File: config.mk
export PLATFORM = sky130hd
export DESIGN_NAME = kwsr_top
export DESIGN_NICKNAME = d
export VERILOG_FILES = /design/src/logic/kwsr_pkg.sv /design/src/logic/kwsr_top.sv /design/src/logic/kwsr_wake_match.sv
export SDC_FILE = /design/constraint.sdc
export NUM_CORES = 1
export LEC_CHECK = 0
export ABC_CLOCK_PERIOD_IN_PS = 2700
export BUFFER_PORTS_ARGS = -buffer_cell sky130_fd_sc_hd__buf_2
export CAP_MARGIN = 25
export CORE_UTILIZATION = 30
export DETAILED_ROUTE_END_ITERATION = 6
export PLACE_DENSITY = 0.65
export SLEW_MARGIN = 20
export SYNTH_ARGS = -nofsm -noshare
export SYNTH_HDL_FRONTEND = slang
export SYNTH_HIERARCHICAL = 1
export SYNTH_SLANG_ARGS = --single-unit
File: constraint.sdc
create_clock -name clk -period 2.7 [get_ports clk]
set_clock_uncertainty 0.05 [all_clocks]
set_input_delay 0.27 -clock clk [delete_from_list [all_inputs] [get_ports clk]]
set_output_delay 0.27 -clock clk [all_outputs]
set_load 0.02 [all_outputs]
File: src/logic/kwsr_pkg.sv
// Constants and types shared by the key wakeup stop release block
`default_nettype none
package kwsr_pkg;
	localparam int NPINS = 8;
	localparam int SYNC_STAGES = 2;
	localparam int IDX_W = 12;
	// Register indices; the byte address is four times the index
	localparam logic [IDX_W-1:0] IDX_NONE = 12'h000;
	localparam logic [IDX_W-1:0] IDX_LOWER = 12'hFC4;
	localparam logic [IDX_W-1:0] IDX_UPPER = 12'hFC5;
	localparam logic [IDX_W-1:0] IDX_PULLUP = 12'hFC6;
	localparam logic [IDX_W-1:0] IDX_SYSCTL = 12'hFC7;
	localparam logic [IDX_W-1:0] IDX_STATUS = 12'hFC8;
	localparam logic [IDX_W-1:0] IDX_MASK = 12'hFC9;
	localparam logic [IDX_W-1:0] IDX_STATE = 12'hFCA;
	// Field positions
	localparam int SYSCTL_STOP_BIT = 7;
	localparam int SYSCTL_RELEASE_MODE_SELECT_BIT = 5;
	localparam int EV_WAKE_BIT = 0;
	localparam int EV_REFUSE_BIT = 1;
	localparam int EV_W = 2;
	// Values after reset
	localparam logic [7:0] CTL_RST = 8'h00;
	localparam logic [7:0] PULLUP_RST = 8'h00;
	localparam logic RELEASE_MODE_SELECT_RST = 1'b0;
	localparam logic [EV_W-1:0] EV_RST = 2'h0;
	localparam logic [31:0] RDATA_RST = 32'h00000000;

	typedef enum logic {KWSR_RUN, KWSR_STOP} kwsr_state_t;

	// Byte address of a register index
	function automatic logic [IDX_W+1:0] kwsr_addr_of(input logic [IDX_W-1:0] idx);
		kwsr_addr_of = {idx, 2'b00};
	endfunction : kwsr_addr_of
endpackage : kwsr_pkg
`default_nettype wire

File: src/logic/kwsr_top.sv
// Key wakeup stop release controller with AHB-Lite register slave
//
// Chosen here: the AHB-Lite register port.
`timescale 1ns/1ps
`default_nettype none
module kwsr_top #(
	parameter int NPINS = kwsr_pkg::NPINS
) (
	input wire logic clk,
	input wire logic rst_n,
	input wire logic hsel,
	input wire logic [31:0] haddr,
	input wire logic [1:0] htrans,
	input wire logic hwrite,
	input wire logic [2:0] hsize,
	input wire logic [31:0] hwdata,
	input wire logic hready,
	output logic hreadyout,
	output logic [31:0] hrdata,
	output logic hresp,
	input wire logic stop_pin,
	input wire logic [NPINS-1:0] wake_pin,
	output logic [NPINS-1:0] pullup_en,
	output logic stop_active,
	output logic irq
);
	import kwsr_pkg::*;

	logic rst_q1_ff, rst_q2_ff, rst_sync_n;
	logic stop_q1_ff, stop_s_ff, stop_d_ff;
	logic [NPINS-1:0] wake_q1_ff, wake_s_ff;
	logic match;

	logic dp_valid_ff, nxt_dp_valid;
	logic dp_write_ff, nxt_dp_write;
	logic [IDX_W-1:0] dp_idx_ff, nxt_dp_idx;
	logic hreadyout_ff, nxt_hreadyout;
	logic [31:0] hrdata_ff, nxt_hrdata;
	logic [7:0] ctl_lower_ff, nxt_ctl_lower;
	logic [7:0] ctl_upper_ff, nxt_ctl_upper;
	logic [7:0] pullup_ff, nxt_pullup;
	logic release_mode_select_ff, nxt_release_mode_select;
	logic [EV_W-1:0] status_ff, nxt_status;
	logic [EV_W-1:0] mask_ff, nxt_mask;
	kwsr_state_t state_ff, nxt_state;
	logic stop_active_ff, nxt_stop_active;
	logic irq_ff, nxt_irq;

	logic acc, wr_go, stop_req, rel_level, stop_rise, release_now;
	logic [EV_W-1:0] events;
	logic [7:0] rdv;

	// Reset release through two flops; assertion stays asynchronous
	always_ff @(posedge clk or negedge rst_n) begin
		if (!rst_n) begin
			rst_q1_ff <= 1'b0;
			rst_q2_ff <= 1'b0;
		end else begin
			rst_q1_ff <= 1'b1;
			rst_q2_ff <= rst_q1_ff;
		end
	end
	assign rst_sync_n = rst_q2_ff;

	// Pin synchronisers; only the second stage and later are read
	always_ff @(posedge clk or negedge rst_sync_n) begin
		if (!rst_sync_n) begin
			stop_q1_ff <= 1'b0;
			stop_s_ff <= 1'b0;
			stop_d_ff <= 1'b0;
			wake_q1_ff <= '0;
			wake_s_ff <= '0;
		end else begin
			stop_q1_ff <= stop_pin;
			stop_s_ff <= stop_q1_ff;
			stop_d_ff <= stop_s_ff;
			wake_q1_ff <= wake_pin;
			wake_s_ff <= wake_q1_ff;
		end
	end

	kwsr_wake_match #(
		.NPINS(NPINS)
	) u_match (
		.ctl_lower(ctl_lower_ff),
		.ctl_upper(ctl_upper_ff),
		.wake_pin(wake_s_ff),
		.match(match)
	);

	// Request decode shared by the register groups
	assign acc = hsel & hready & htrans[1];
	assign wr_go = dp_valid_ff & dp_write_ff & hreadyout_ff;
	assign stop_req = wr_go & (dp_idx_ff == IDX_SYSCTL) & hwdata[SYSCTL_STOP_BIT];
	// Stop-release pin has no enable, so it is always a source
	assign rel_level = stop_s_ff | match;
	assign stop_rise = stop_s_ff & ~stop_d_ff;
	// Edge mode: a standing enabled pin match blocks the edge release
	assign release_now = release_mode_select_ff ? rel_level : (stop_rise & ~match);

	// Bus group; reads take one wait state so hrdata can come from a flop
	always_comb begin
		rdv = 8'h00;
		nxt_dp_valid = dp_valid_ff;
		nxt_dp_write = dp_write_ff;
		nxt_dp_idx = dp_idx_ff;
		nxt_hreadyout = 1'b1;
		nxt_hrdata = hrdata_ff;
		if (hreadyout_ff) begin
			nxt_dp_valid = acc;
			nxt_dp_write = hwrite;
			nxt_dp_idx = (haddr[31:IDX_W+2] == '0 && haddr[1:0] == 2'b00) ? haddr[IDX_W+1:2] : IDX_NONE;
			if (acc && !hwrite) begin
				nxt_hreadyout = 1'b0;
			end
		end
		case (dp_idx_ff)
			IDX_LOWER: rdv = ctl_lower_ff;
			IDX_UPPER: rdv = ctl_upper_ff;
			IDX_PULLUP: rdv = pullup_ff;
			IDX_SYSCTL: rdv = 8'((32'(release_mode_select_ff) << SYSCTL_RELEASE_MODE_SELECT_BIT) | (32'(stop_active_ff) << SYSCTL_STOP_BIT));
			IDX_STATUS: rdv = 8'(status_ff);
			IDX_MASK: rdv = 8'(mask_ff);
			IDX_STATE: rdv = {4'h0, release_mode_select_ff, match, stop_s_ff, stop_active_ff};
			default: rdv = 8'h00;
		endcase
		if (!hreadyout_ff) begin
			nxt_hrdata = {24'h000000, rdv};
		end
	end

	always_ff @(posedge clk or negedge rst_sync_n) begin
		if (!rst_sync_n) begin
			dp_valid_ff <= 1'b0;
			dp_write_ff <= 1'b0;
			dp_idx_ff <= IDX_NONE;
			hreadyout_ff <= 1'b1;
			hrdata_ff <= RDATA_RST;
		end else begin
			dp_valid_ff <= nxt_dp_valid;
			dp_write_ff <= nxt_dp_write;
			dp_idx_ff <= nxt_dp_idx;
			hreadyout_ff <= nxt_hreadyout;
			hrdata_ff <= nxt_hrdata;
		end
	end

	// Register group; write data phase, zero wait
	always_comb begin
		nxt_ctl_lower = ctl_lower_ff;
		nxt_ctl_upper = ctl_upper_ff;
		nxt_pullup = pullup_ff;
		nxt_release_mode_select = release_mode_select_ff;
		nxt_mask = mask_ff;
		if (wr_go) begin
			case (dp_idx_ff)
				IDX_LOWER: nxt_ctl_lower = hwdata[7:0];
				IDX_UPPER: nxt_ctl_upper = hwdata[7:0];
				IDX_PULLUP: nxt_pullup = hwdata[7:0];
				IDX_SYSCTL: nxt_release_mode_select = hwdata[SYSCTL_RELEASE_MODE_SELECT_BIT];
				IDX_MASK: nxt_mask = hwdata[EV_W-1:0];
				default: nxt_release_mode_select = release_mode_select_ff;
			endcase
		end
	end

	always_ff @(posedge clk or negedge rst_sync_n) begin
		if (!rst_sync_n) begin
			ctl_lower_ff <= CTL_RST;
			ctl_upper_ff <= CTL_RST;
			pullup_ff <= PULLUP_RST;
			release_mode_select_ff <= RELEASE_MODE_SELECT_RST;
			mask_ff <= EV_RST;
		end else begin
			ctl_lower_ff <= nxt_ctl_lower;
			ctl_upper_ff <= nxt_ctl_upper;
			pullup_ff <= nxt_pullup;
			release_mode_select_ff <= nxt_release_mode_select;
			mask_ff <= nxt_mask;
		end
	end

	// State group; a stop request while already stopped is ignored
	always_comb begin
		nxt_state = state_ff;
		events = '0;
		case (state_ff)
			KWSR_RUN: begin
				if (stop_req) begin
					if (rel_level) begin
						events[EV_REFUSE_BIT] = 1'b1;
					end else begin
						nxt_state = KWSR_STOP;
					end
				end
			end
			KWSR_STOP: begin
				if (release_now) begin
					nxt_state = KWSR_RUN;
					events[EV_WAKE_BIT] = 1'b1;
				end
			end
			default: nxt_state = KWSR_RUN;
		endcase
		nxt_stop_active = (nxt_state == KWSR_STOP);
	end

	always_ff @(posedge clk or negedge rst_sync_n) begin
		if (!rst_sync_n) begin
			state_ff <= KWSR_RUN;
			stop_active_ff <= 1'b0;
		end else begin
			state_ff <= nxt_state;
			stop_active_ff <= nxt_stop_active;
		end
	end

	// Status group; write one to clear, a new event in the same cycle wins
	always_comb begin
		nxt_status = status_ff;
		if (wr_go && dp_idx_ff == IDX_STATUS) begin
			nxt_status = status_ff & ~hwdata[EV_W-1:0];
		end
		nxt_status = nxt_status | events;
		nxt_irq = |(status_ff & mask_ff);
	end

	always_ff @(posedge clk or negedge rst_sync_n) begin
		if (!rst_sync_n) begin
			status_ff <= EV_RST;
			irq_ff <= 1'b0;
		end else begin
			status_ff <= nxt_status;
			irq_ff <= nxt_irq;
		end
	end

	assign hreadyout = hreadyout_ff;
	assign hrdata = hrdata_ff;
	assign hresp = 1'b0;
	// The pull-up register drives the pad pull-ups directly
	assign pullup_en = pullup_ff;
	assign stop_active = stop_active_ff;
	assign irq = irq_ff;
endmodule : kwsr_top
`default_nettype wire

File: src/logic/kwsr_wake_match.sv
// Combinational release-level match of the enabled wakeup pins
`timescale 1ns/1ps
`default_nettype none
module kwsr_wake_match #(
	parameter int NPINS = kwsr_pkg::NPINS
) (
	input wire logic [7:0] ctl_lower,
	input wire logic [7:0] ctl_upper,
	input wire logic [NPINS-1:0] wake_pin,
	output logic match
);
	import kwsr_pkg::*;
	logic [NPINS-1:0] hit;
	// Pure gates, so the same match can be built without a running clock
	for (genvar i = 0; i < NPINS; i++) begin : g_pin
		logic [7:0] ctl;
		assign ctl = (i < 4) ? ctl_lower : ctl_upper;
		// Enabled pin whose level equals its release level
		assign hit[i] = ctl[2*(i%4)] & ~(wake_pin[i] ^ ctl[2*(i%4)+1]);
	end
	assign match = |hit;
endmodule : kwsr_wake_match
`default_nettype wire

==> results_dict.tcl <==
set metrics [dict create \
    grt_max_degree 27 \
    maxCapViolations 0 \
    worstMarginPinSlew_ps 717.6 \
    synth.most_common_cell "dfrtp_1" \
    ant_nets 0 \
    worstSkewPairLatency_ps 360 \
    hold_start "haddr[10]" \
    rsz0062_at_grt "false" \
    fp.dieW_um 106.9 \
    cts_inserted_buffers 9 \
    p_per_area_mw_per_mm2 590.9 \
    synth-seq-area-share_pct 56.94 \
    antenna_found_initial 0 \
    post_cts_buffers 0 \
    end_kind "flip-flop" \
    timing.rr.start "hreadyout" \
    place_congestion 0.8694 \
    drt-total-wl_um 7209 \
    p_leak_nw 1.861 \
    ys_ff_latch 75 \
    fp.dieH_um 106.9 \
    synth_top_area_cell "dfrtp_1" \
    vias 2297 \
    fin_crit_sh_pct 75.00 \
    multi_input_area_mm2 0.001276 \
    synth_top_area_share_pct 56.15 \
    regArea_mm2 0.001879 \
    io_pins 127 \
    nets 428 \
    drc_errors 0 \
    clockBufferDepth 2 \
    irDropWorstVdd_v 0.0002805 \
    antenna_cells 0 \
    ys.flop_type "dfrtp_1" \
    critPathLaunchType "flip-flop" \
    required_ps 2890 \
    p_int_mw 1.882 \
    numPortBuffers 73 \
    fin_ws_ps 675.0 \
    hold_path_class "in2reg" \
    num_rows 37 \
    switching_share_pct 21.90 \
    power.share.clock_pct 43.1 \
    hpwl_um 5299 \
    preCtsSetupSlack_ps 693.8 \
    layout_min_cycle_time_ps 2025 \
    syn-cell-area_mm2 0.003298 \
    die-area_mm2 0.01142 \
    final-hold-violation-count 0 \
    core-area_mm2 0.01051 \
    grt_pass1_vias 2379 \
    synth_common_cells "dfrtp_1 (74), mux2_2 (29), buf_4 (27)" \
    yosysUniqueCellTypes 45 \
    cts_tree "done" \
    synth_area_per_cell_um2 12.98 \
    grt_pass1_wl_um 11860 \
    first_pass_iters 4 \
    layout-drive-gt1-share_pct 37.71 \
    clk_pin_slew_ps 70 \
    initial_core_util_pct 31.38 \
    pwr-share-comb_pct 7.3 \
    relSlewSlack_pct 51.80 \
    synthTopCellsByArea "dfrtp_1 (56%), mux2_2 (9.9%), buf_4 (6.1%)" \
    clkSinkCount 75 \
    syn_inst 254 \
    drt_iter0_drc 65 \
    wire_per_inst_um 14.83 \
    overflow 0 \
    setup_viol 0 \
    synth-edff-count 0 \
    clockRootBuffer "clkbuf_8" \
    slew_viol_final 0 \
    syn2layout_area_growth_pct 23.67 \
    clock.fmax_mhz 493.8 \
    timing_worst_setup_path_type "reg2reg" \
    grtUsageTotal_pct 13.75 \
    via_per_inst 4.726 \
    status "complete, no violations" \
    p_sw_mw 0.5279 \
    ys_warn_count 6 \
    arrival_ps 2210 \
    htree_levels 3 \
    nFillCells 1035 \
    crit_fanout 14 \
    tns_ps 0 \
    power_frac_seq_pct 49.6 \
    async_flop_share_pct 100.0 \
    crit_start "hreadyout" \
]
[path summary, 6_finish.rpt]
check / endpoint / slack [ps] / cells past startpoint
worst max-delay path: pullup_en[4] / 680 / 4
worst min-delay path: dp_idx_ff[8] / 80 / 2
worst max register to register: pullup_en[4] / 680 / 4
worst min register to register: wake_q1_ff[1] / 190 / 0
max in group asynchronous: hreadyout / 1640 / 1
min in group asynchronous: rst_q1_ff / 180 / 2
[power groups by stage]
stage / Clock [mW] / Sequential (mW) / Combinational [mW]
after global routing: 1.13 / 1.20 / 0.195
after floorplan: 0 / 1.23 / 0.109
after detailed placement: 0 / 1.22 / 0.168
after CTS: 1.07 / 1.20 / 0.180
after global placement: 0 / 1.22 / 0.165
final: 1.04 / 1.20 / 0.176
[cells in the final DEF (no fill, tap or decap), types with 5 or more instances in the layout]
cell type / synthesis / layout
dfrtp_1: 74 / 73
buf_2: 1 / 73
mux2_2: 29 / 29
conb_1: 2 / 26
a22o_1: 15 / 15
nand2_1: 12 / 12
clkbuf_8: 0 / 10
dlygate4sd3_1: 0 / 10
xnor2_1: 8 / 8
nor2_1: 6 / 6
a22oi_1: 6 / 6
o21ai_0: 6 / 6
nand4_1: 5 / 5
mux2i_1: 5 / 5
[metrics by stage]
step | instances | power [mW] | util (%) | hold slack (ps) | area [um^2]
final | 486 | 2.410 | 38.81 | 78.72 | 4079
after global routing | 486 | 2.523 | 38.81 | 63.67 | 4079
after CTS | 486 | 2.443 | 38.81 | 66.57 | 4079
after detailed placement | 460 | 1.387 | 35.55 | 7.080 | 3736
after global placement | 460 | 1.381 | 35.55 | 4.991 | 3736
after floorplan | 278 | 1.335 | - | -75.59 | 3388
[cells by family (layout without fill, tap and decap cells)]
kind of cell | count (synthesis) | count (layout) | synth area share [%]
XOR/XNOR | 8 | 8 | 2.125
buffers and inverters | 35 | 107 | 7.094
other | 2 | 26 | 0.2277
flip-flops | 75 | 75 | 56.94
AO/OA/AOI/OAI | 41 | 41 | 9.561
AND/OR/NAND/NOR | 55 | 55 | 10.58
multiplexers | 38 | 38 | 13.47
[worst max-delay path, stage by stage, from the launching register on]
cell,delay [ps]
dfstp_2,660
and3_1,290
and4bb_2,320
nand2_2,210
mux2_1,370
[area by class of cell]
class / count / share of cell area (%)
multi-input cells: 168 / 31.29
flip-flops and latches: 75 / 46.07
inverters: 4 / 0.3681
clock buffers: 12 / 3.558
clock inverters: 4 / 2.393
repair buffers: 87 / 12.15
well taps: 136 / 4.172
[routing by layer]
layer | part of all wire, % | global-route usage, %
met5 | 0 | 0
met4 | 2.1 | 5.969
met3 | 6.7 | 3.951
met1 | 44 | 17.25
met2 | 47 | 22.03
[flip-flops by register name, summed over array words and instances (netlist names), 2 cells and up]
register / flops
status_ff: 2
pullup_en: 8
ctl_upper_ff: 8
mask_ff: 2
ctl_lower_ff: 8
wake_s_ff: 8
wake_q1_ff: 8
hrdata: 8
dp_idx_ff: 12
[what timing repair did]
item,CTS,global route
hold buffers,10,0
hold endpoints to repair,11,0
gates resized for setup,0,0
(Power assumes the default switching activity.)
